### src/hw/thsa_pkg.sv
// Package of constants and types for the thermometer scratchpad and alarm
// Behaviour
// Alarm compares only result bits 11..4 against the 8-bit limits.
// Alarm sets when temperature <= low limit or > high limit.
// Alarm flag re-evaluated after every conversion; clears once condition ends.
// Alarm search lets only devices with alarm set take part.
// Master should reconvert after changing limits while an alarm stands.
// Parasite master enables strong pull-up within 10 us after convert/copy.
// Strong pull-up held for conversion time or 10 ms write time.
// Master makes no other bus traffic while strong pull-up is on.
// After power query, parasite device answers low, external device high.
// Master supplies strong pull-up during conversions if query answered low.
// Identity code: family byte low, 48-bit serial, CRC of 56 bits on top.
// Bytes 0 and 1 present result low and high, read-only.
// Bytes 2, 3 hold high and low limits; byte 4 holds configuration.
// Bytes 5 to 7 ignore writes and read as all ones.
// Byte 8 is read-only CRC over bytes 0 to 7.
// Write-scratchpad data fills bytes 2, 3, 4 in order.
// Read-scratchpad returns contents starting from byte 0.
// Copy stores high limit, low limit and configuration into nonvolatile store.
// After power-up, nonvolatile values load into their scratchpad bytes.
// Recall reloads from nonvolatile store; slots read 0 busy, 1 done.
// Both resolution bits power up as one, giving 12-bit resolution.
// Configuration bit 7 and bits 0..4 ignore writes, read as ones.
// Result held as 16-bit sign-extended two's complement, four fraction bits.
// Lower resolutions leave lowest fraction bits undefined.
// Result resets to 0550h, the plus 85 degree encoding.
// CRCs use x^8+x^5+x^4+1, zero start, least significant bit first.
// Limits are signed two's complement during comparison.
// Byte 8 recomputed whenever any of bytes 0 to 7 changes.
package thsa_pkg;
  // ---------------------------------------------------------------
  // Command codes
  // ---------------------------------------------------------------
  localparam logic [7:0] CMD_CONVERT = 8'h44;
  localparam logic [7:0] CMD_WRITE_SP = 8'h4e;
  localparam logic [7:0] CMD_READ_SP = 8'hbe;
  localparam logic [7:0] CMD_COPY = 8'h48;
  localparam logic [7:0] CMD_RECALL = 8'hb8;
  localparam logic [7:0] CMD_POWER = 8'hb4;
  localparam logic [7:0] ROM_ALARM_SEARCH = 8'hec;
  localparam logic [7:0] ROM_SEARCH = 8'hf0;
  // ---------------------------------------------------------------
  // Scratchpad layout
  // ---------------------------------------------------------------
  localparam logic [3:0] SP_TEMP_LOW = 4'h0;
  localparam logic [3:0] SP_TEMP_HIGH = 4'h1;
  localparam logic [3:0] SP_HIGH_LIMIT = 4'h2;
  localparam logic [3:0] SP_LOW_LIMIT = 4'h3;
  localparam logic [3:0] SP_CONFIG = 4'h4;
  localparam logic [3:0] SP_CHECK = 4'h8;
  localparam logic [7:0] SP_RSVD_VALUE = 8'hff;
  localparam logic [15:0] TEMP_RESET = 16'h0550;
  localparam int TEMP_CMP_MSB = 11;
  localparam int TEMP_CMP_LSB = 4;
  localparam logic [7:0] CFG_RSVD_MASK = 8'h9f;
  localparam int CFG_RES_HIGH_BIT = 6;
  localparam int CFG_RES_LOW_BIT = 5;
  // ---------------------------------------------------------------
  // Nonvolatile store
  // ---------------------------------------------------------------
  localparam logic [1:0] NV_HIGH = 2'h0;
  localparam logic [1:0] NV_LOW = 2'h1;
  localparam logic [1:0] NV_CFG = 2'h2;
  localparam logic [7:0] NV_HIGH_DEFAULT = 8'h4b;
  localparam logic [7:0] NV_LOW_DEFAULT = 8'h46;
  localparam logic [7:0] NV_CFG_DEFAULT = 8'hff;
  // ---------------------------------------------------------------
  // Identity code and CRC
  // ---------------------------------------------------------------
  localparam logic [7:0] ROM_FAMILY = 8'h3c; // Arbitrary value
  localparam logic [47:0] ROM_SERIAL = 48'h0000_1234_5678; // Arbitrary
  localparam logic [7:0] CRC_POLY_REFL = 8'h8c;
  localparam logic [7:0] CRC_INIT = 8'h00;
  // ---------------------------------------------------------------
  // Timing
  // ---------------------------------------------------------------
  localparam int CLK_FREQ_KHZ = 40000;
  localparam int NV_WRITE_TIME_US = 10000;
  localparam int NV_WRITE_CYCLES = NV_WRITE_TIME_US * CLK_FREQ_KHZ / 1000;
  localparam int WAIT_W = 20;
  // ---------------------------------------------------------------
  // Types
  // ---------------------------------------------------------------
  typedef struct packed {
    logic valid;
    logic [7:0] code;
  } thsa_cmd_t;
  typedef struct packed {
    logic done;
    logic [15:0] value;
  } thsa_conv_t;
  typedef enum logic [3:0] {
    ST_IDLE = 4'b0001,
    ST_COPY = 4'b0010,
    ST_WAIT = 4'b0100,
    ST_LOAD = 4'b1000
  } thsa_state_t;
  // One byte into the reflected CRC, least significant bit first
  function automatic logic [7:0] thsa_crc8(input logic [7:0] crc_in,
                                           input logic [7:0] data);
    logic [7:0] c;
    logic fb;
    c = crc_in;
    for (int i = 0; i < 8; i++) begin
      fb = c[0] ^ data[i];
      c = c >> 1;
      if (fb) begin
        c = c ^ CRC_POLY_REFL;
      end
    end
    return c;
  endfunction
endpackage

### src/hw/thsa_nv_store.sv
// Nonvolatile store for high limit, low limit and configuration
`timescale 1ns/1ps
`default_nettype none
module thsa_nv_store
  import thsa_pkg::*;
(
  input wire logic core_clk,
  input wire logic we,
  input wire logic [1:0] waddr,
  input wire logic [7:0] wdata,
  input wire logic [1:0] raddr,
  output logic [7:0] rdata
);
  logic [7:0] mem [0:2];

  // Contents survive reset; factory defaults at start
  initial begin
    mem[NV_HIGH] = NV_HIGH_DEFAULT;
    mem[NV_LOW] = NV_LOW_DEFAULT;
    mem[NV_CFG] = NV_CFG_DEFAULT;
  end

  // Write port
  always_ff @(posedge core_clk) begin
    if (we) begin
      mem[waddr] <= wdata;
    end
  end

  // Registered read port
  always_ff @(posedge core_clk) begin
    rdata <= mem[raddr];
  end
endmodule // thsa_nv_store
`default_nettype wire

### src/hw/thsa_top.sv
// Scratchpad, nonvolatile backing and alarm logic of the thermometer
`timescale 1ns/1ps
`default_nettype none
module thsa_top
  import thsa_pkg::*;
#(
  parameter int NV_WRITE_CYC = NV_WRITE_CYCLES
) (
  input wire logic core_clk,
  input wire logic rst,
  input wire thsa_cmd_t func_cmd,
  input wire thsa_cmd_t rom_cmd,
  input wire thsa_cmd_t wr_byte,
  input wire logic rd_req,
  input wire logic parasite_pin,
  input wire thsa_conv_t conv,
  output logic cmd_ready,
  output logic [7:0] rd_data,
  output logic rd_valid,
  output logic slot_bit,
  output logic alarm_flag,
  output logic search_active,
  output logic conv_start,
  output logic [1:0] res_sel,
  output logic [63:0] rom_id
);
  // ---------------------------------------------------------------
  // Identity code
  // ---------------------------------------------------------------
  function automatic logic [7:0] rom_crc(input logic [55:0] d);
    logic [7:0] c;
    c = CRC_INIT;
    for (int i = 0; i < 7; i++) begin
      c = thsa_crc8(c, d[i*8 +: 8]);
    end
    return c;
  endfunction
  localparam logic [55:0] ROM_BODY = {ROM_SERIAL, ROM_FAMILY};
  assign rom_id = {rom_crc(ROM_BODY), ROM_BODY};

  // ---------------------------------------------------------------
  // Storage
  // ---------------------------------------------------------------
  thsa_state_t state;
  logic [15:0] temp_result;
  logic [7:0] high_alarm_limit;
  logic [7:0] low_alarm_limit;
  logic res_sel_high;
  logic res_sel_low;
  logic [7:0] scratchpad_check;
  logic [1:0] idx;
  logic [1:0] wr_idx;
  logic [3:0] rd_idx;
  logic [WAIT_W-1:0] wait_cnt;
  logic ld_valid;
  logic [1:0] ld_idx;
  logic conv_busy;
  logic last_power;
  logic nv_we;
  logic [7:0] nv_rdata;
  logic [7:0] nv_wdata;
  logic [2:0] pin_sync;
  logic parasite;
  logic cmd_take;

  // Configuration byte as read, reserved bits forced to one
  function automatic logic [7:0] cfg_byte(input logic hi, input logic lo);
    logic [7:0] b;
    b = CFG_RSVD_MASK;
    b[CFG_RES_HIGH_BIT] = hi;
    b[CFG_RES_LOW_BIT] = lo;
    return b;
  endfunction

  // Scratchpad byte selection
  function automatic logic [7:0] sp_byte(input logic [3:0] i,
                                         input logic [15:0] t,
                                         input logic [7:0] th,
                                         input logic [7:0] tl,
                                         input logic [7:0] cfg,
                                         input logic [7:0] chk);
    logic [7:0] b;
    case (i)
      SP_TEMP_LOW: b = t[7:0];
      SP_TEMP_HIGH: b = t[15:8];
      SP_HIGH_LIMIT: b = th;
      SP_LOW_LIMIT: b = tl;
      SP_CONFIG: b = cfg;
      SP_CHECK: b = chk;
      default: b = SP_RSVD_VALUE;
    endcase
    return b;
  endfunction

  // Alarm condition on the integer part, limits signed
  function automatic logic alarm_cond(input logic [15:0] t,
                                      input logic [7:0] th,
                                      input logic [7:0] tl);
    logic signed [7:0] tv;
    tv = signed'(t[TEMP_CMP_MSB:TEMP_CMP_LSB]);
    return (tv <= signed'(tl)) || (tv > signed'(th));
  endfunction

  logic [7:0] cfg_now;
  assign cfg_now = cfg_byte(res_sel_high, res_sel_low);
  assign res_sel = {res_sel_high, res_sel_low};

  // ---------------------------------------------------------------
  // Strap synchroniser for the power mode pin
  // ---------------------------------------------------------------
  always_ff @(posedge core_clk) begin
    if (rst) begin
      pin_sync <= 3'h0;
      parasite <= 1'b0;
    end else begin
      pin_sync <= {pin_sync[1:0], parasite_pin};
      if (pin_sync[1] == pin_sync[2]) begin
        parasite <= pin_sync[2];
      end
    end
  end

  // ---------------------------------------------------------------
  // Command acceptance
  // ---------------------------------------------------------------
  assign cmd_ready = (state == ST_IDLE) && !ld_valid;
  assign cmd_take = func_cmd.valid && cmd_ready;

  // Conversion request and busy tracking
  always_ff @(posedge core_clk) begin
    if (rst) begin
      conv_start <= 1'b0;
      conv_busy <= 1'b0;
    end else begin
      conv_start <= cmd_take && (func_cmd.code == CMD_CONVERT);
      // A new start beats a finishing result in the same cycle
      if (cmd_take && (func_cmd.code == CMD_CONVERT)) begin
        conv_busy <= 1'b1;
      end else if (conv.done) begin
        conv_busy <= 1'b0;
      end
    end
  end

  // Temperature result and alarm, updated per conversion
  always_ff @(posedge core_clk) begin
    if (rst) begin
      temp_result <= TEMP_RESET;
      alarm_flag <= 1'b0;
    end else if (conv.done) begin
      temp_result <= conv.value;
      alarm_flag <= alarm_cond(conv.value, high_alarm_limit,
                               low_alarm_limit);
    end
  end

  // Search participation, alarm search only when flagged
  always_ff @(posedge core_clk) begin
    if (rst) begin
      search_active <= 1'b0;
    end else if (rom_cmd.valid) begin
      if (rom_cmd.code == ROM_ALARM_SEARCH) begin
        search_active <= alarm_flag;
      end else begin
        search_active <= (rom_cmd.code == ROM_SEARCH);
      end
    end
  end

  // ---------------------------------------------------------------
  // Copy and recall sequencer
  // ---------------------------------------------------------------
  always_ff @(posedge core_clk) begin
    if (rst) begin
      state <= ST_LOAD;
      idx <= 2'h0;
      wait_cnt <= '0;
    end else begin
      case (state)
        ST_IDLE: begin
          idx <= 2'h0;
          if (cmd_take && func_cmd.code == CMD_COPY) begin
            state <= ST_COPY;
          end else if (cmd_take && func_cmd.code == CMD_RECALL) begin
            state <= ST_LOAD;
          end
        end
        ST_COPY: begin
          idx <= idx + 2'h1;
          if (idx == NV_CFG) begin
            state <= ST_WAIT;
            wait_cnt <= WAIT_W'(NV_WRITE_CYC - 1);
          end
        end
        ST_WAIT: begin
          wait_cnt <= wait_cnt - 1'b1;
          if (wait_cnt == '0) begin
            state <= ST_IDLE;
          end
        end
        ST_LOAD: begin
          idx <= idx + 2'h1;
          if (idx == NV_CFG) begin
            state <= ST_IDLE;
          end
        end
        default: state <= ST_IDLE;
      endcase
    end
  end

  // Store writes, one byte per cycle
  always_comb begin
    nv_we = (state == ST_COPY);
    case (idx)
      NV_HIGH: nv_wdata = high_alarm_limit;
      NV_LOW: nv_wdata = low_alarm_limit;
      default: nv_wdata = cfg_now;
    endcase
  end

  thsa_nv_store u_nv (
    .core_clk(core_clk),
    .we(nv_we),
    .waddr(idx),
    .wdata(nv_wdata),
    .raddr(idx),
    .rdata(nv_rdata)
  );

  // Read data arrives one cycle after the address
  always_ff @(posedge core_clk) begin
    if (rst) begin
      ld_valid <= 1'b0;
      ld_idx <= 2'h0;
    end else begin
      ld_valid <= (state == ST_LOAD);
      ld_idx <= idx;
    end
  end

  // ---------------------------------------------------------------
  // Writable scratchpad bytes
  // ---------------------------------------------------------------
  always_ff @(posedge core_clk) begin
    if (rst) begin
      high_alarm_limit <= NV_HIGH_DEFAULT;
      low_alarm_limit <= NV_LOW_DEFAULT;
      res_sel_high <= 1'b1;
      res_sel_low <= 1'b1;
      wr_idx <= 2'h3;
    end else begin
      if (cmd_take && func_cmd.code == CMD_WRITE_SP) begin
        wr_idx <= 2'h0;
      end else if (wr_byte.valid && wr_idx != 2'h3) begin
        wr_idx <= wr_idx + 2'h1;
        case (wr_idx)
          NV_HIGH: high_alarm_limit <= wr_byte.code;
          NV_LOW: low_alarm_limit <= wr_byte.code;
          default: begin
            res_sel_high <= wr_byte.code[CFG_RES_HIGH_BIT];
            res_sel_low <= wr_byte.code[CFG_RES_LOW_BIT];
          end
        endcase
      end
      if (ld_valid) begin
        case (ld_idx)
          NV_HIGH: high_alarm_limit <= nv_rdata;
          NV_LOW: low_alarm_limit <= nv_rdata;
          default: begin
            res_sel_high <= nv_rdata[CFG_RES_HIGH_BIT];
            res_sel_low <= nv_rdata[CFG_RES_LOW_BIT];
          end
        endcase
      end
    end
  end

  // Scratchpad check byte follows every change of bytes 0..7
  logic [7:0] next_check;
  always_comb begin
    next_check = CRC_INIT;
    for (int i = 0; i < 8; i++) begin
      next_check = thsa_crc8(next_check, sp_byte(4'(i), temp_result,
                             high_alarm_limit, low_alarm_limit, cfg_now,
                             8'h00));
    end
  end

  // Tracks through reset too, so no false step after release
  always_ff @(posedge core_clk) begin
    scratchpad_check <= next_check;
  end

  // ---------------------------------------------------------------
  // Read-scratchpad byte stream and slot answer
  // ---------------------------------------------------------------
  always_ff @(posedge core_clk) begin
    if (rst) begin
      rd_idx <= SP_TEMP_LOW;
      rd_data <= 8'h00;
      rd_valid <= 1'b0;
      last_power <= 1'b0;
    end else begin
      rd_valid <= rd_req;
      if (cmd_take) begin
        last_power <= (func_cmd.code == CMD_POWER);
      end
      if (cmd_take && func_cmd.code == CMD_READ_SP) begin
        rd_idx <= SP_TEMP_LOW;
      end else if (rd_req) begin
        rd_data <= sp_byte(rd_idx, temp_result, high_alarm_limit,
                           low_alarm_limit, cfg_now, scratchpad_check);
        if (rd_idx != SP_CHECK + 4'h1) begin
          rd_idx <= rd_idx + 4'h1;
        end
      end
    end
  end

  // Slot answer: power mode, else busy reads as zero
  always_comb begin
    if (last_power) begin
      slot_bit = !parasite;
    end else begin
      slot_bit = !((state != ST_IDLE) || ld_valid || conv_busy);
    end
  end

  logic [3:0] rd_idx_q;
  always_ff @(posedge core_clk) begin
    rd_idx_q <= rd_idx;
  end
endmodule // thsa_top
`default_nettype wire

### config.mk
export PLATFORM = sky130hd
export DESIGN_NAME = thsa_top
export DESIGN_NICKNAME = d
export VERILOG_FILES = /design/src/hw/thsa_pkg.sv /design/src/hw/thsa_nv_store.sv /design/src/hw/thsa_top.sv
export SDC_FILE = /design/constraint.sdc
export NUM_CORES = 1
export LEC_CHECK = 0
export ABC_CLOCK_PERIOD_IN_PS = 3760
export BUFFER_PORTS_ARGS = -buffer_cell sky130_fd_sc_hd__buf_2
export CAP_MARGIN = 5
export CORE_MARGIN = 3
export CORE_UTILIZATION = 34
export CTS_BUF_LIST = sky130_fd_sc_hd__clkbuf_4 sky130_fd_sc_hd__clkbuf_8 sky130_fd_sc_hd__clkbuf_16
export DETAILED_ROUTE_END_ITERATION = 16
export GPL_ROUTABILITY_DRIVEN = 0
export GPL_TIMING_DRIVEN = 0
export SYNTH_ARGS = -nofsm -noshare
export SYNTH_HDL_FRONTEND = slang
export SYNTH_SLANG_ARGS = --single-unit
### constraint.sdc
create_clock -name core_clk -period 3.76 [get_ports core_clk]
set_input_delay 0.752 -clock core_clk [delete_from_list [all_inputs] [get_ports core_clk]]
set_output_delay 0.752 -clock core_clk [all_outputs]
set_load 0.01 [all_outputs]
### Word level (Yosys, flattened, before mapping)

Memory sizes are Yosys's and may differ from the RTL's. A register that Yosys moved wholly into a read port is not among the register bits.
Index checks and enable logic that the tools add are counted.

| word-level totals | value |
|---|---|
| register bits | 95 |
| bits in writable memories | 24 |
| word-level logic and storage cells | 290 |
| memories | 1 |

Memory list:

| name | depth | width | rd ports | clocked after Yosys merged registers in | wr ports | RTL line | RTL |
|---|---|---|---|---|---|---|---|
| u_nv.mem | 3 | 8 | 1 | 1 | 1 | thsa_nv_store.sv:14 | `logic [7:0] mem [0:2];` |

| cells by class | value |
|---|---|
| add/subtract/negate cells | 4 |
| magnitude comparators | 2 |
| equal/unequal tests | 29 |
| multiplexer cells | 103 |
| bitwise gates (word level) | 97 |
| reductions and logical operators | 31 |

Operators by type and width:

| kind | count |
|---|---|
| 2-to-1 mux 8 bit | 73 |
| NOT 2 -> 3 bit | 63 |
| one-hot mux 8 bit (6 select lines) | 1 |
| equality test 8 bit, second input constant | 5 |
| one-hot mux 20 bit (2 select lines) | 1 |
| bitwise XOR 1 bit | 33 |
| equality test 8 x 7 -> 1 bit, second input constant | 3 |
| 2-to-1 mux 4 bit | 6 |
| logical NOT 20 bit | 1 |
| 2-to-1 mux 20 bit | 1 |
| subtractor 20 x 1 -> 20 bit, second input constant | 1 |
| 2-to-1 mux 1 bit | 16 |
| one-hot mux 4 bit (4 select lines) | 1 |
| one-hot mux 8 bit (2 select lines) | 1 |
| equality test 4 x 2 -> 1 bit, second input constant | 3 |
| equality test 4 x 1 -> 1 bit, second input constant | 2 |
| equality test 4 x 3 -> 1 bit, second input constant | 2 |
| equality test 4 bit, second input constant | 2 |
| greater-than comparator 8 bit | 1 |
| <= comparator 8 bit | 1 |
| logical AND 1 bit | 8 |
| nonzero test 2 bit | 4 |
| OR reduction 2 bit | 4 |
| equality test 2 x 1 -> 1 bit, second input constant | 3 |
| 18 further kinds | 30 |

### Longest topological paths before layout

| depth | value |
|---|---|
| word-level depth | 127 |
| gate-level depth with buffers | 12 |

### Cells and area by module

A second synthesis with hierarchy kept.

| unflattened totals | value |
|---|---|
| cells, all modules | 775 |
| area total of the unflattened synthesis | 7,523.5 µm² |

By module, submodules not included:

| module | times used | cells each | area each (µm²) |
|---|---|---|---|
| thsa_top | 1 | 714 | 6,444.9 |
| thsa_nv_store | 1 | 61 | 1,078.5 |

### Worst setup path after synthesis

OpenSTA, ideal clock, no wires.

| timing path | value |
|---|---|
| kind | in2reg |
| start point | input port func_cmd[4] in the netlist's numbering |
| end point | register high_alarm_limit[3] |
| arrival | 2.851 ns |
| required time | 3.637 ns |
| setup slack | 0.786 ns |
| stages on the path | 8 |
| path through | or4b_2 -> nor4_1 -> nand3_1 -> and2_1 -> nand2_1 -> mux2i_1 -> a21oi_1 -> or2_2 |

| on the way | value |
|---|---|
| longest elaborated chain between the ends | 5 |

Ends and longest elaborated chain:

| item | RTL line | RTL |
|---|---|---|
| start: declaration | thsa_top.sv:11 | `input wire thsa_cmd_t func_cmd,` |
| equality test 8 x 7 -> 1 bit (*) | thsa_top.sv:253 | `if (cmd_take && func_cmd.code == CMD_WRITE_SP) begin` |
| logical AND 1 bit (*) | thsa_top.sv:253 |  |
| 2-to-1 mux 8 bit (*) | thsa_top.sv:253 |  |
| 2-to-1 mux 8 bit | thsa_top.sv:267 | `case (ld_idx)` |
| 2-to-1 mux 8 bit (*) | thsa_top.sv:266 | `if (ld_valid) begin` |
| end signal: assignment | thsa_top.sv:258 | `NV_HIGH: high_alarm_limit <= wr_byte.code;` |
| end signal: assignment | thsa_top.sv:268 | `NV_HIGH: high_alarm_limit <= nv_rdata;` |
| end: declaration | thsa_top.sv:46 | `logic [7:0] high_alarm_limit;` |

Mark *: on every way between the ends. The rest lies on a longest branch, timed or not.
A chain may end at the register's enable or synchronous reset.

### Worst setup path after layout

Same ends and word-level chain as after synthesis.

==> out/qor.yml <==
pwr:
  p_leak_nw: 3.82
  powerDensity_mw_per_mm2: 645
  peakVddDrop_v: 0.000457
worst_hold_path:
  min_path_cells: 2
  min_path_type: "flop to flop"
cells_and_area:
  fin_area_sq_mm: 0.00881
  fin_nets: 1003
  drive_above_1_share_pct: 20.1
  area.growth.synth_to_final_pct: 20.7
  diodes: 0
timing:
  setup_tns_ps: 0
  timing.slew.headroom_pct: 44.8
  fin_crit_sh_pct: 79.4
  hold_viol_final: 0
  finalSetupViolCount: 0
  fmax_mhz: 335
  layout_min_cycle_time_ps: 2990
  grt_setup_unrepaired: "false"
  worst_clock_skew_ps: 7.87
  worst_pin_slew_ps: 828
  hold_ws_ps: 449
  drv_slew: 0
  fin_ws_ps: 774
drt:
  drt_pass1_iterations: 5
  via_per_inst: 4.67
  ant_nets: 0
  drc: 0
  drtIter0Drc: 281
  wl_per_cell_um: 15.0
  totalWireLength_um: 18200
  route.vias.total: 5658
clock_tree:
  htree_levels: 4
  cts_setup_buffers: 0
  worstSkewPairLatency_ps: 410
  root_buffer: "clkbuf_16"
  path_clk_slew_ps: 60
  cts_tree: "done"
  clkSinkCount: 127
  clockBufferDepth: 2
  cts_buffers: 17
  ctsHoldBuffers: 0
  cts_resized: 0
placed_design:
  place_area_sq_mm: 0.00818
  dp_hpwl_um: 13800
  place_ws_ps: 368
  port_buffers: 62
floorplan:
  fp.dieArea_sq_mm: 0.0232
  die_h_um: 152
  die_width_um: 152
  initial_core_util_pct: 35.4
  row_count: 52
  ios: 128
  coreArea_sq_mm: 0.0206
critical_path:
  worstRegToRegCells: 10
  startpoint_type: "input pin"
  criticalPathCategory: "input pin to flop"
  cp.required_ps: 4060
  cp_max_fo: 8
  worstSetupEndpointType: "flop"
  worst_ep_arrival_time_ps: 3280
global_routing:
  grt_pass1_vias: 5410
  grtUsageTotal_pct: 15.6
  grt_pass1_wl_um: 28900
  grt_max_degree: 17
  antenna_found_initial: 0
  overflow: 0
synthesis:
  netlist_top_cells_count: "dfxtp_1, nor2_1, xnor2_1"
  yosysWarnings: 0
  synth_top_area_share_pct: 28.3
  synthFlopType: "dfxtp_1"
  synth_edf_count: 24
  synth_cells: 785
  ys_seq_area_share_pct: 38.1
  synth_top_area_cell: "dfxtp_1"
  yosysMostFrequentCell: "dfxtp_1"
  syn_avg_cell_area_sq_um: 9.29
  synthArstFlopShare_pct: 0
  yosysUniqueCellTypes: 56
  ys_ff_latch: 127
  synth.cell_area_sq_mm: 0.00729
  synth.area.top_cells: "dfxtp_1, edfxtp_1, xnor2_1, buf_4, mux2i_1"
run_status:
  outcome: "completed"
run:
  cap_violations: 0
## power breakdown
group / switching (mW) / total [mW] / leakage, nW / internal, mW
clock: 0.595 / 1.70 / 0.308 / 1.10
sequential: 0.107 / 1.71 / 1.06 / 1.61
combinational: 1.14 / 2.27 / 2.45 / 1.13
total: 1.84 / 5.68 / 3.82 / 3.84
## path summary, 6_finish.rpt
kind / startpoint / endpoint / slack [ps]
hold / removal: u_nv.mem[2][5] / u_nv.rdata[5] / 450
setup / recovery: func_cmd[4] / high_alarm_limit[3] / 770
hold reg to reg: u_nv.mem[2][5] / u_nv.rdata[5] / 450
setup reg to reg: state[3] / high_alarm_limit[3] / 810
## cell families after synthesis
logic type	Yosys count	synth area share, %
DFF	127	38.1
other	2	0.103
muxes	41	5.63
buffers and inverters	136	10.5
AOI/OAI and AO/OA	144	12.6
and+or+nand+nor	207	13.8
adders and majority gates	27	4.63
xor gates and xnor gates	101	14.6
## registers in the layout, summed over array words and instances (netlist names), 3 cells and up
name              count
u_nv.rdata            8
low_alarm_limit       8
u_nv.mem             24
state                 4
temp_result          16
wait_cnt             20
rd_idx                4
high_alarm_limit      8
rd_data               8
scratchpad_check      8
pin_sync              3
## cell type report
type | instances | area (sq um)
multi-input combinational | 584 | 3980
fill | 2071 | 11800
sequential | 127 | 2780
clock buffer | 26 | 564
inverter | 31 | 116
timing repair buffer | 62 | 310
clock inverter | 6 | 67.6
tap | 270 | 338
buffer | 105 | 648
## metrics by stage
stage          utilization [%]  std cells  power, mW
2_1_floorplan                -        847       3.62
3_3_place_gp              39.6       1179       3.99
3_5_place_dp              39.6       1179       4.01
4_1_cts                   42.7       1211       5.73
5_1_grt                   42.7       1211       6.03
6_report                  42.7       1211       5.68
## routing by layer
| layer | track usage (%) | vias to the layer above | wire (um) |
|---|---|---|---|
| li1 | - | 2869 | - |
| met1 | 20.3 | 2616 | 8360 |
| met2 | 25.8 | 155 | 8590 |
| met3 | 4.23 | 18 | 980 |
| met4 | 4.45 | 0 | 227 |
| met5 | 0 | - | 0 |
## critical path: stages
cell and delay [ps]:
buf_2 100, or4b_2 700, nor4_1 290, nand3_1 190, and2_1 220, nand2_1 420, mux2i_1 240, a21oi_1 80
or2_2 280
## cells in the final DEF, fill, tap and decap left out, drive strengths merged, types with 3 or more instances in the layout
| master | instances |
|---|---|
| a211o | 4 |
| a211oi | 19 |
| a21oi | 44 |
| a22oi | 20 |
| and2 | 4 |
| and3 | 3 |
| buf | 134 |
| clkbuf | 59 |
| clkinv | 3 |
| conb | 64 |
| dfxtp | 103 |
| edfxtp | 24 |
| ha | 27 |
| inv | 31 |
| mux2i | 41 |
| nand2 | 39 |
| nand2b | 4 |
| nand3 | 8 |
| nand4 | 4 |
| nand4b | 3 |
| nor2 | 76 |
| nor2b | 13 |
| nor3 | 17 |
| nor3b | 3 |
| nor4 | 6 |
| o211ai | 6 |
| o21a | 8 |
| o21ai | 28 |
| or2 | 14 |
| or3 | 3 |
| or4 | 6 |
| xnor2 | 77 |
| xnor3 | 8 |
| xor2 | 16 |
(Power assumes the default switching activity.)
